File: config.mk
export PLATFORM = sky130hd
export DESIGN_NAME = trc_reset_ctrl
export DESIGN_NICKNAME = d
export VERILOG_FILES = /design/src/logic/trc_pkg.sv /design/src/logic/trc_reset_ctrl.sv
export SDC_FILE = /design/constraint.sdc
export NUM_CORES = 1
export LEC_CHECK = 0
export BUFFER_PORTS_ARGS = -buffer_cell sky130_fd_sc_hd__buf_2
export CAP_MARGIN = 20
export CORE_MARGIN = 5
export CORE_UTILIZATION = 30
export CTS_BUF_LIST = sky130_fd_sc_hd__clkbuf_4
export CTS_CLUSTER_DIAMETER = 120
export DETAILED_ROUTE_END_ITERATION = 7
export PLACE_DENSITY = 0.57
export SKIP_LAST_GASP = 1
export SLEW_MARGIN = 0
export SYNTH_ARGS = -nofsm -noshare
export SYNTH_HDL_FRONTEND = slang
export SYNTH_SLANG_ARGS = --single-unit
File: constraint.sdc
create_clock -name clk -period 5.6 [get_ports clk]
set_input_delay 0.28 -clock clk [delete_from_list [all_inputs] [get_ports clk]]
set_output_delay 0.28 -clock clk [all_outputs]
set_load 0.01 [all_outputs]
File: src/logic/trc_pkg.sv
// Package for the touch reset, calibration and acquisition-mode controller.
// Assumes a single 100 MHz clock and a plain strobe-based register port.
package trc_pkg;

  // ==========================================================
  // Clock and timing
  localparam int unsigned CLK_MHZ        = 100;
  localparam int unsigned RESET_READY_MS = 90;
  localparam int unsigned SOFT_RESET_MS  = 250;
  localparam int unsigned CHG_FLOAT_MS   = 100;
  localparam int unsigned MS_CYC         = CLK_MHZ * 1000;
  localparam int unsigned READY_CYC      = RESET_READY_MS * MS_CYC;
  localparam int unsigned SOFT_CYC       = SOFT_RESET_MS * MS_CYC;
  localparam int unsigned FLOAT_CYC      = CHG_FLOAT_MS * MS_CYC;

  // ==========================================================
  // Register offsets (bytes)
  localparam logic [7:0] OFS_CTRL      = 8'h00;
  localparam logic [7:0] OFS_STATUS    = 8'h04;
  localparam logic [7:0] OFS_MSG       = 8'h08;
  localparam logic [7:0] OFS_ACT_INT   = 8'h0C;
  localparam logic [7:0] OFS_IDLE_INT  = 8'h10;
  localparam logic [7:0] OFS_ACT2IDLE  = 8'h14;
  localparam logic [7:0] OFS_AUTORECAL = 8'h18;
  localparam logic [7:0] OFS_OBJ_EN    = 8'h1C;
  localparam logic [7:0] OFS_CHAN_EN   = 8'h20;

  // Field positions
  localparam int unsigned CTRL_SOFT_RST = 0;
  localparam int unsigned CTRL_RECAL    = 1;
  localparam int unsigned CTRL_DEEP     = 2;
  localparam int unsigned MSG_RESET     = 0;
  localparam int unsigned MSG_CFG_ERR   = 1;
  localparam int unsigned MSG_CAL_BEGIN = 2;
  localparam int unsigned MSG_CAL_END   = 3;

  // Reset values
  localparam logic [7:0]  ACT_INT_RST   = 8'h10;
  localparam logic [7:0]  IDLE_INT_RST  = 8'h40;
  localparam logic [15:0] ACT2IDLE_RST  = 16'h0BB8;
  localparam logic [15:0] AUTORECAL_RST = 16'h0000;

  // Sense line map
  localparam int unsigned X_PER_SLAVE = 11;
  localparam int unsigned Y_PER_SLAVE = 14;

  // ==========================================================
  // Types
  typedef enum logic [5:0] {
    ST_BOOT  = 6'b000001,
    ST_CAL   = 6'b000010,
    ST_SLEEP = 6'b000100,
    ST_BURST = 6'b001000,
    ST_DEEP  = 6'b010000,
    ST_IDLEX = 6'b100000
  } trc_state_t;

  typedef struct packed {
    logic [7:0]  addr;
    logic [31:0] wrData;
    logic        wr;
    logic        rd;
  } trc_bus_req_t;

  typedef struct packed {
    logic [1:0] slave;
    logic [3:0] idx;
  } trc_line_t;

endpackage

File: src/logic/trc_reset_ctrl.sv
// Start-up, reset, calibration and burst/sleep control of the touch controller.
// Assumes acquisition engine signals share clk; reset pin arrives asynchronously.
//
// The register offsets and the strobed register port were decided locally.
`timescale 1ns/1ps

module trc_reset_ctrl
  import trc_pkg::*;
#(
  parameter int unsigned READY_CYCLES = trc_pkg::READY_CYC,
  parameter int unsigned SOFT_CYCLES  = trc_pkg::SOFT_CYC,
  parameter int unsigned FLOAT_CYCLES = trc_pkg::FLOAT_CYC,
  parameter int unsigned MS_CYCLES    = trc_pkg::MS_CYC,
  parameter int unsigned CHAN_GROUPS  = 16,
  parameter int unsigned OBJECTS      = 8
) (
  // Clock and reset
  input  wire logic                   clk,
  input  wire logic                   sys_rst,
  // Reset pin from host, asynchronous
  input  wire logic                   resetPinN,
  // Register port
  input  wire trc_pkg::trc_bus_req_t  busReq,
  output logic [31:0]                 rdData,
  // Change-notify open-drain pin
  output logic                        changeNotifyOut,
  output logic                        changeNotifyOe,
  // Configuration checksum
  input  wire logic [15:0]            cfgSum,
  input  wire logic [15:0]            storedSum,
  // Acquisition engine
  input  wire logic                   touchDetect,
  input  wire logic                   antiTouch,
  input  wire logic                   otherTouch,
  input  wire logic                   burstDone,
  input  wire logic                   calDone,
  output logic                        burstEn,
  output logic                        calStart,
  output logic [CHAN_GROUPS-1:0]      calMask,
  output logic [CHAN_GROUPS-1:0]      chanEnable,
  output logic [OBJECTS-1:0]          objEnable,
  output logic                        activeMode,
  output logic                        hostReady,
  // Sense line map
  input  wire logic [5:0]             lineX,
  input  wire logic [5:0]             lineY,
  output trc_pkg::trc_line_t          mapX,
  output trc_pkg::trc_line_t          mapY
);
  import trc_pkg::*;

  // ==========================================================
  // Reset pin synchroniser
  // A pulse shorter than a clock period may be missed; host must
  // hold the pin low across at least one rising edge.
  logic rstPinMeta;
  logic rstPinSync;
  logic rstAll;

  always_ff @(posedge clk) begin
    if (sys_rst) begin
      rstPinMeta <= 1'b1;
      rstPinSync <= 1'b1;
    end else begin
      rstPinMeta <= resetPinN;
      rstPinSync <= rstPinMeta;
    end
  end

  assign rstAll = sys_rst | ~rstPinSync;

  // ==========================================================
  // Register file
  trc_state_t            state;
  logic                  softMode;
  logic [25:0]           bootCnt;
  logic [25:0]           bootLimit;
  logic [7:0]            actInt;
  logic [7:0]            idleInt;
  logic [15:0]           act2Idle;
  logic [15:0]           autoRecal;
  logic                  deepSleep;
  logic                  softCmd;
  logic                  recalCmd;
  logic [3:0]            msgFlags;
  logic                  wrOk;
  logic                  rdOk;

  assign wrOk = busReq.wr & hostReady;
  assign rdOk = busReq.rd & hostReady;

  always_ff @(posedge clk) begin
    if (rstAll) begin
      actInt     <= ACT_INT_RST;
      idleInt    <= IDLE_INT_RST;
      act2Idle   <= ACT2IDLE_RST;
      autoRecal  <= AUTORECAL_RST;
      deepSleep  <= 1'b0;
      objEnable  <= '0;
      chanEnable <= '0;
      softCmd    <= 1'b0;
      recalCmd   <= 1'b0;
    end else begin
      softCmd  <= wrOk && busReq.addr == OFS_CTRL && busReq.wrData[CTRL_SOFT_RST];
      recalCmd <= wrOk && busReq.addr == OFS_CTRL && busReq.wrData[CTRL_RECAL];
      if (wrOk) begin
        case (busReq.addr)
          OFS_CTRL:      deepSleep  <= busReq.wrData[CTRL_DEEP];
          OFS_ACT_INT:   actInt     <= busReq.wrData[7:0];
          OFS_IDLE_INT:  idleInt    <= busReq.wrData[7:0];
          OFS_ACT2IDLE:  act2Idle   <= busReq.wrData[15:0];
          OFS_AUTORECAL: autoRecal  <= busReq.wrData[15:0];
          OFS_OBJ_EN:    objEnable  <= busReq.wrData[OBJECTS-1:0];
          OFS_CHAN_EN:   chanEnable <= busReq.wrData[CHAN_GROUPS-1:0];
          default: ;
        endcase
      end
    end
  end

  always_ff @(posedge clk) begin
    if (rstAll) begin
      rdData <= '0;
    end else if (rdOk) begin
      case (busReq.addr)
        OFS_CTRL:      rdData <= {29'h0, deepSleep, 2'b00};
        OFS_STATUS:    rdData <= {26'h0, state};
        OFS_MSG:       rdData <= {28'h0, msgFlags};
        OFS_ACT_INT:   rdData <= {24'h0, actInt};
        OFS_IDLE_INT:  rdData <= {24'h0, idleInt};
        OFS_ACT2IDLE:  rdData <= {16'h0, act2Idle};
        OFS_AUTORECAL: rdData <= {16'h0, autoRecal};
        OFS_OBJ_EN:    rdData <= 32'(objEnable);
        OFS_CHAN_EN:   rdData <= 32'(chanEnable);
        default:       rdData <= 32'h0000_0000;
      endcase
    end else begin
      rdData <= 32'h0000_0000;
    end
  end

  // ==========================================================
  // Millisecond tick and mode timers
  logic [16:0] msCnt;
  logic        msTick;
  logic [7:0]  sleepMs;
  logic [15:0] noTouchMs;
  logic [15:0] detectMs;

  always_ff @(posedge clk) begin
    if (rstAll || msTick) begin
      msCnt <= '0;
    end else begin
      msCnt <= msCnt + 17'h00001;
    end
  end

  assign msTick = (msCnt == 17'(MS_CYCLES - 1));

  always_ff @(posedge clk) begin
    if (rstAll || state != ST_SLEEP) begin
      sleepMs <= '0;
    end else if (msTick && sleepMs != 8'hFF) begin
      sleepMs <= sleepMs + 8'h01;
    end
  end

  // Active/idle mode selection
  always_ff @(posedge clk) begin
    if (rstAll) begin
      activeMode <= 1'b0;
      noTouchMs  <= '0;
    end else if (touchDetect) begin
      activeMode <= 1'b1;
      noTouchMs  <= '0;
    end else begin
      if (msTick && noTouchMs != 16'hFFFF) begin
        noTouchMs <= noTouchMs + 16'h0001;
      end
      if (noTouchMs >= act2Idle) begin
        activeMode <= 1'b0;
      end
    end
  end

  // Time spent continuously in detect
  always_ff @(posedge clk) begin
    if (rstAll || !touchDetect || state == ST_CAL) begin
      detectMs <= '0;
    end else if (msTick && detectMs != 16'hFFFF) begin
      detectMs <= detectMs + 16'h0001;
    end
  end

  // ==========================================================
  // Calibration triggers
  logic [CHAN_GROUPS-1:0] chanPrev;
  logic                   calReq;
  logic                   running;
  logic                   trigEnable;
  logic                   trigHold;
  logic                   trigAnti;

  assign running    = (state == ST_SLEEP) || (state == ST_BURST) || (state == ST_DEEP);
  assign trigEnable = |(chanEnable & ~chanPrev);
  assign trigHold   = touchDetect && autoRecal != 16'h0000 && detectMs >= autoRecal;
  assign trigAnti   = antiTouch && !otherTouch;

  always_ff @(posedge clk) begin
    if (rstAll) begin
      chanPrev <= '0;
    end else begin
      chanPrev <= chanEnable;
    end
  end

  // Triggers are not taken in calibration, so its clear always wins
  always_ff @(posedge clk) begin
    if (rstAll) begin
      calReq <= 1'b0;
    end else if (running && (trigEnable || trigHold || trigAnti || recalCmd)) begin
      calReq <= 1'b1;
    end else if (state == ST_CAL) begin
      calReq <= 1'b0;
    end
  end

  // ==========================================================
  // Sequencer
  assign bootLimit = softMode ? 26'(SOFT_CYCLES - 1) : 26'(READY_CYCLES - 1);

  always_ff @(posedge clk) begin
    if (rstAll) begin
      state    <= ST_BOOT;
      softMode <= 1'b0;
      bootCnt  <= '0;
      burstEn  <= 1'b0;
      calStart <= 1'b0;
      calMask  <= '0;
    end else begin
      calStart <= 1'b0;
      calMask  <= '0;
      if (softCmd && state != ST_BOOT) begin
        state    <= ST_BOOT;
        softMode <= 1'b1;
        bootCnt  <= '0;
        burstEn  <= 1'b0;
      end else begin
        case (state)
          ST_BOOT: begin
            bootCnt <= bootCnt + 26'h0000001;
            if (bootCnt == bootLimit) begin
              state    <= ST_CAL;
              calStart <= 1'b1;
              calMask  <= '1;
            end
          end
          ST_CAL: begin
            if (calDone) begin
              state <= deepSleep ? ST_DEEP : ST_SLEEP;
            end
          end
          ST_SLEEP: begin
            if (calReq) begin
              state    <= ST_CAL;
              calStart <= 1'b1;
              calMask  <= '1;
            end else if (deepSleep) begin
              state <= ST_DEEP;
            end else if (sleepMs >= (activeMode ? actInt : idleInt)) begin
              state   <= ST_BURST;
              burstEn <= 1'b1;
            end
          end
          ST_BURST: begin
            if (burstDone) begin
              state   <= ST_SLEEP;
              burstEn <= 1'b0;
            end
          end
          ST_DEEP: begin
            if (!deepSleep) begin
              state <= ST_SLEEP;
            end
          end
          default: begin
            state   <= ST_BOOT;
            burstEn <= 1'b0;
          end
        endcase
      end
    end
  end

  always_ff @(posedge clk) begin
    if (rstAll) begin
      hostReady <= 1'b0;
    end else begin
      hostReady <= (state != ST_BOOT) && !softCmd;
    end
  end

  // ==========================================================
  // Checksum and messages
  logic bootEnd;
  logic msgRead;
  logic [3:0] msgSet;

  assign bootEnd = (state == ST_BOOT) && (bootCnt == bootLimit) && !softCmd;
  assign msgRead = rdOk && busReq.addr == OFS_MSG;
  assign msgSet  = {(state == ST_CAL) && calDone,
                    calStart,
                    bootEnd && (cfgSum != storedSum),
                    bootEnd};

  // Reading the message register clears it; a same-cycle event survives
  always_ff @(posedge clk) begin
    if (rstAll) begin
      msgFlags <= '0;
    end else begin
      msgFlags <= (msgRead ? 4'h0 : msgFlags) | msgSet;
    end
  end

  // ==========================================================
  // Change-notify pin
  logic [26:0] floatCnt;
  logic        floatDone;

  assign floatDone = (floatCnt == 27'(FLOAT_CYCLES));

  always_ff @(posedge clk) begin
    if (rstAll || (softCmd && state != ST_BOOT)) begin
      floatCnt <= '0;
    end else if (!floatDone) begin
      floatCnt <= floatCnt + 27'h0000001;
    end
  end

  always_ff @(posedge clk) begin
    if (rstAll) begin
      changeNotifyOut <= 1'b0;
      changeNotifyOe  <= 1'b0;
    end else begin
      changeNotifyOut <= 1'b0;
      changeNotifyOe  <= floatDone && (|msgFlags);
    end
  end

  // ==========================================================
  // Sense line map, one instance per axis
  // Lines past the last slave fold into slave C; callers must stay in range.
  function automatic trc_line_t mapLine(input logic [5:0] line, input logic [5:0] per);
    trc_line_t m;
    m = '0;
    if (line < per) begin
      m.slave = 2'd0;
      m.idx   = line[3:0];
    end else if (line < 6'(2 * per)) begin
      m.slave = 2'd1;
      m.idx   = 4'(line - per);
    end else begin
      m.slave = 2'd2;
      m.idx   = 4'(line - 6'(2 * per));
    end
    return m;
  endfunction

  always_ff @(posedge clk) begin
    if (rstAll) begin
      mapX <= '0;
      mapY <= '0;
    end else begin
      mapX <= mapLine(lineX, 6'(X_PER_SLAVE));
      mapY <= mapLine(lineY, 6'(Y_PER_SLAVE));
    end
  end

  // ==========================================================
  // Assertions
  a_boot_hold: assert property (@(posedge clk) disable iff (rstAll)
    (state == ST_BOOT && bootCnt != bootLimit && !softCmd) |=> state == ST_BOOT)
    else $error("boot ended early");

  a_bus_blocked: assert property (@(posedge clk) disable iff (rstAll)
    (busReq.wr && !hostReady) |=> actInt == $past(actInt))
    else $error("write taken before ready");

  a_chg_float: assert property (@(posedge clk) disable iff (rstAll)
    !floatDone |=> !changeNotifyOe)
    else $error("change line driven during float");

  a_chg_msg: assert property (@(posedge clk) disable iff (rstAll)
    (floatDone && msgFlags != 4'h0) |=> changeNotifyOe)
    else $error("pending message not signalled");

  a_reset_flag: assert property (@(posedge clk) disable iff (rstAll)
    bootEnd |=> msgFlags[MSG_RESET] && state == ST_CAL)
    else $error("reset flag missing");

  a_cal_global: assert property (@(posedge clk) disable iff (rstAll)
    (state != ST_CAL ##1 state == ST_CAL) |-> calStart && calMask == '1)
    else $error("calibration not global");

  a_cal_msgs: assert property (@(posedge clk) disable iff (rstAll)
    (state == ST_CAL && calDone && !softCmd) |=> msgFlags[MSG_CAL_END])
    else $error("calibration end message missing");

  a_anti_recal: assert property (@(posedge clk) disable iff (rstAll)
    (running && trigAnti) |=> calReq)
    else $error("anti-touch did not request calibration");

  a_recal_taken: assert property (@(posedge clk) disable iff (rstAll)
    (state == ST_SLEEP && calReq && !softCmd) |=> state == ST_CAL && calStart)
    else $error("pending calibration not started");

  a_cfg_error: assert property (@(posedge clk) disable iff (rstAll)
    (bootEnd && cfgSum != storedSum) |=> msgFlags[MSG_CFG_ERR])
    else $error("checksum error not flagged");

  a_idle_switch: assert property (@(posedge clk) disable iff (rstAll)
    (!touchDetect && noTouchMs >= act2Idle) |=> !activeMode)
    else $error("idle switch missed");

  a_line_map: assert property (@(posedge clk) disable iff (rstAll)
    (lineX == 6'd22) |=> mapX.slave == 2'd2 && mapX.idx == 4'd0)
    else $error("X line map wrong");

endmodule

==> load_flow_metrics.sql <==
INSERT INTO impl_metrics (metric_group, metric, value, unit) VALUES
('status', 'outcome', 'finished, final reports clean', ''),
('clock_network', 'root_buffer', 'sky130_fd_sc_hd__clkbuf_4', ''),
('worst_setup_path', 'rr_endpoint', 'state[1]', ''),
('die', 'placement_rows', '73', ''),
('synthesis', 'synthTopCellsByArea', 'sky130_fd_sc_hd__dfxtp_1, sky130_fd_sc_hd__nand2_1, sky130_fd_sc_hd__ha_1, sky130_fd_sc_hd__nor2_1, sky130_fd_sc_hd__xor2_1', ''),
('final_layout', 'final_cell_mix', 'sky130_fd_sc_hd__dfxtp_1, sky130_fd_sc_hd__nand2_1, sky130_fd_sc_hd__nor2_1', ''),
('grt', 'global_route_overflow', '0', ''),
('worst_setup_path', 'worst_setup_path_start_kind', 'register', ''),
('flow_run', 'max-cap-violations', '0', ''),
('route', 'drcViolationCount', '0', ''),
('timing', 'rsz_0062_raised_after_global_routing', 'false', ''),
('die', 'die-area', '44400', 'um^2'),
('synthesis', 'number_of_flops_mapped_to_enable_cells_by_yosys', '0', ''),
('worst_setup_path', 'timing.critical_path.max_delay_family', 'compound AO/OA/AOI/OAI gates', ''),
('clock_network', 'cts-htree-levels', '3', ''),
('worst_setup_path', 'timing.critical_path.cells', 'mux2_2 > ha_1 > nor2_1 > a21oi_1 > o41ai_1 > a31oi_1 > a311oi_1', ''),
('synthesis', 'postSynthAreaPerCell', '8.35', 'um^2'),
('clock_network', 'clock_tree_from_tritoncts', 'yes', ''),
('synthesis', 'synth-adder-area-share', '0.0539', ''),
('synthesis', 'synth.distinct_cells', '74', ''),
('timing', 'min_period_over_period', '0.522', ''),
('final_layout', 'nFillCells', '4208', ''),
('power', 'cellLeakagePower', '5.43', 'nW'),
('placement', 'routabilityCongestion', '0.843', ''),
('synthesis', 'synth_area', '12100', 'um^2'),
('clock_network', 'worst_skew_pair_later_pin_latency', '0.73', 'ns'),
('final_layout', 'mostFrequentLayoutCell', 'sky130_fd_sc_hd__dfxtp_1', ''),
('synthesis', 'synthXorXnorAreaFrac', '0.0819', ''),
('final_layout', 'fin_nets', '1783', ''),
('timing', 'final_critical_path_setup_slack', '2.68', 'ns'),
('synthesis', 'synthesis_warning_total', '0', ''),
('timing', 'layout_min_cycle_time', '2.92', 'ns'),
('final_layout', 'multi_input_area', '6470', 'um^2'),
('synthesis', 'yosys.area_share.simple', '0.261', ''),
('route', 'route.antenna.remaining_nets', '0', ''),
('clock_network', 'worst_setup_hold_path_clk_slew', '0.07', 'ns'),
('worst_setup_path', 'timing.setup.critical_path_class', 'register to register', ''),
('worst_setup_path', 'critPathCaptureType', 'register', ''),
('timing', 'final_max_slew_viol_count', '0', ''),
('timing', 'tns', '0', 'ns'),
('route', 'post_drt_via_cell_ratio', '4.96', ''),
('clock_network', 'cts_buffer_depth', '3', ''),
('hold_path', 'hp-start', 'lineY[4]', ''),
('worst_setup_path', 'worstRegToRegCells', '7', ''),
('power', 'post-layout-total-power', '3.67', 'mW'),
('placement', 'detailedPlace.worstSlack', '2.72', 'ns'),
('synthesis', 'synth.area.mux_share', '0.0178', ''),
('hold_path', 'worstHoldPathCells', '4', ''),
('synthesis', 'syn-instance-count', '1447', ''),
('worst_setup_path', 'critical_path_required', '6.17', 'ns'),
('timing', 'maxClockFrequency', '0.342', 'GHz'),
('power', 'power.density_cell_area', '255', 'nW/um^2'),
('grt', 'antenna_found_initial', '2', ''),
('worst_setup_path', 'critPathMaxFanout', '10', ''),
('final_layout', 'layout-area-overhead-vs-synth', '19.1', '%'),
('die', 'fp.dieW', '211', 'um'),
('timing', 'setup_viol_count_final', '0', ''),
('grt', 'track_usage', '0.154', ''),
('worst_setup_path', 'rr_startpoint', 'activeMode', ''),
('power', 'power.ir.vdd_worst', '0.192', 'mV'),
('timing', 'slew-limit-headroom', '0.311', ''),
('synthesis', 'synthFlopType', 'sky130_fd_sc_hd__dfxtp_1', ''),
('worst_setup_path', 'setup.reg_to_reg.worst_slack', '2.68', 'ns'),
('hold_path', 'whs_endpoint', 'mapY[4]', ''),
('synthesis', 'synth.yosys.seq_area_share', '0.409', ''),
('placement', 'io_buffers', '150', ''),
('route', 'post_drt_wl_per_cell', '16.1', 'um'),
('timing', 'worstMarginPinSlew', '1.02', 'ns'),
('timing', 'fin_worst_skew', '0.0764', 'ns'),
('synthesis', 'yosys.area.top_type_share', '0.409', ''),
('placement', 'detailedPlacementHpwl', '25100', 'um');
-- through the flow --
step	std cells	util
6_report	2203	0.361
5_1_grt	2203	0.361
4_1_cts	2201	0.361
3_5_place_dp	2051	0.329
3_3_place_gp	2051	0.329
2_1_floorplan	1463	-
-- registers in the layout, summed over array words and instances (netlist names), 4 cells and up --
register and flops:
objEnable 8, detectMs 16, state 5, rdData 16, chanPrev 16, autoRecal 16, act2Idle 16, actInt 8
mapY 6, sleepMs 8, msCnt 17, mapX 6, floatCnt 27, noTouchMs 16, bootCnt 26, idleInt 8
msgFlags 4, chanEnable 16
-- cell families after synthesis --
kind of cell / Yosys count
AND/OR/NAND/NOR: 636
AO/OA/AOI/OAI: 219
adder cells (fa/ha/maj): 52
XOR/XNOR: 113
buffers and inverters: 158
multiplexers: 21
other: 1
flip-flops: 247
-- metal layers --
metal | vias up | track usage | routed length, um
li1 | 5395 | - | -
met1 | 5120 | 0.206 | 16000
met2 | 342 | 0.246 | 16200
met3 | 74 | 0.0361 | 2280
met4 | 2 | 0.0532 | 861
met5 | - | 0 | 12
-- power breakdown --
| part | switching [mW] | internal, mW | total [mW] |
|---|---|---|---|
| sequential | 0.00946 | 1.77 | 1.78 |
| combinational | 0.114 | 0.0801 | 0.194 |
| clock | 0.764 | 0.934 | 1.70 |
-- cells in the mapped netlist (3+ instances only) --
library cell	n
sky130_fd_sc_hd__a31oi_1	9
sky130_fd_sc_hd__a222oi_1	13
sky130_fd_sc_hd__o21ai_0	27
sky130_fd_sc_hd__a221oi_1	5
sky130_fd_sc_hd__buf_1	5
sky130_fd_sc_hd__a21oi_1	106
sky130_fd_sc_hd__a211oi_1	5
sky130_fd_sc_hd__nand3b_1	5
sky130_fd_sc_hd__nor3_2	4
sky130_fd_sc_hd__mux2_2	4
sky130_fd_sc_hd__nand2_1	206
sky130_fd_sc_hd__nor2b_1	7
sky130_fd_sc_hd__clkbuf_1	40
sky130_fd_sc_hd__nor3_1	23
sky130_fd_sc_hd__xnor2_1	48
sky130_fd_sc_hd__a22oi_1	4
sky130_fd_sc_hd__nor4_1	14
sky130_fd_sc_hd__and3_1	25
sky130_fd_sc_hd__o211ai_1	10
sky130_fd_sc_hd__nand3_1	47
sky130_fd_sc_hd__inv_1	68
sky130_fd_sc_hd__nor4_2	5
sky130_fd_sc_hd__nor4b_1	5
sky130_fd_sc_hd__nand2b_1	10
sky130_fd_sc_hd__a32oi_1	4
sky130_fd_sc_hd__or4_1	4
sky130_fd_sc_hd__buf_2	11
sky130_fd_sc_hd__nor4b_2	4
sky130_fd_sc_hd__and2_1	18
sky130_fd_sc_hd__o22ai_1	7
sky130_fd_sc_hd__dfxtp_1	247
sky130_fd_sc_hd__xor2_1	65
sky130_fd_sc_hd__and4_1	7
sky130_fd_sc_hd__a21o_1	3
sky130_fd_sc_hd__ha_1	52
sky130_fd_sc_hd__mux2i_1	17
sky130_fd_sc_hd__nand4_1	53
sky130_fd_sc_hd__buf_4	33
sky130_fd_sc_hd__or3_1	11
sky130_fd_sc_hd__nor2_1	167
sky130_fd_sc_hd__a22o_1	6
-- how the worst max path moves through the flow --
| stage | end | start | cells past startpoint | slack [ns] |
|---|---|---|---|---|
| 2_1_floorplan | state[1] | activeMode | 8 | 3.14 |
| 3_3_place_gp | autoRecal[14] | busReq[38] | 6 | 2.73 |
| 3_5_place_dp | chanEnable[7] | busReq[37] | 6 | 2.72 |
| 4_1_cts | state[1] | activeMode | 7 | 2.65 |
| 5_1_grt | state[1] | activeMode | 7 | 2.45 |
| 6_report | state[1] | activeMode | 7 | 2.68 |
-- cell type report --
type	instances	area share
Timing Repair Buffer	194	0.0829
Inverter	68	0.0177
Sequential cell	247	0.344
Multi-Input combinational cell	1058	0.450
Antenna cell	1	0.000174
Tap cell	525	0.0456
Clock inverter	19	0.0128
Clock buffer	91	0.0475
-- worst register-to-register path, stage by stage, from the launching register on --
cell	delay (ns)
sky130_fd_sc_hd__dfxtp_1	0.78
sky130_fd_sc_hd__mux2_2	0.43
sky130_fd_sc_hd__ha_1	0.28
sky130_fd_sc_hd__nor2_1	0.09
sky130_fd_sc_hd__a21oi_1	0.07
sky130_fd_sc_hd__o41ai_1	0.62
sky130_fd_sc_hd__a31oi_1	0.23
sky130_fd_sc_hd__a311oi_1	0.30
-- timing repair --
item | in CTS | in global routing
setup buffers | 0 | 0
gates resized for setup | 0 | 0
hold buffers | 40 | 0
endpoints found under the hold margin | 93 | 0
No activity file was read; power rests on OpenSTA's default activity.
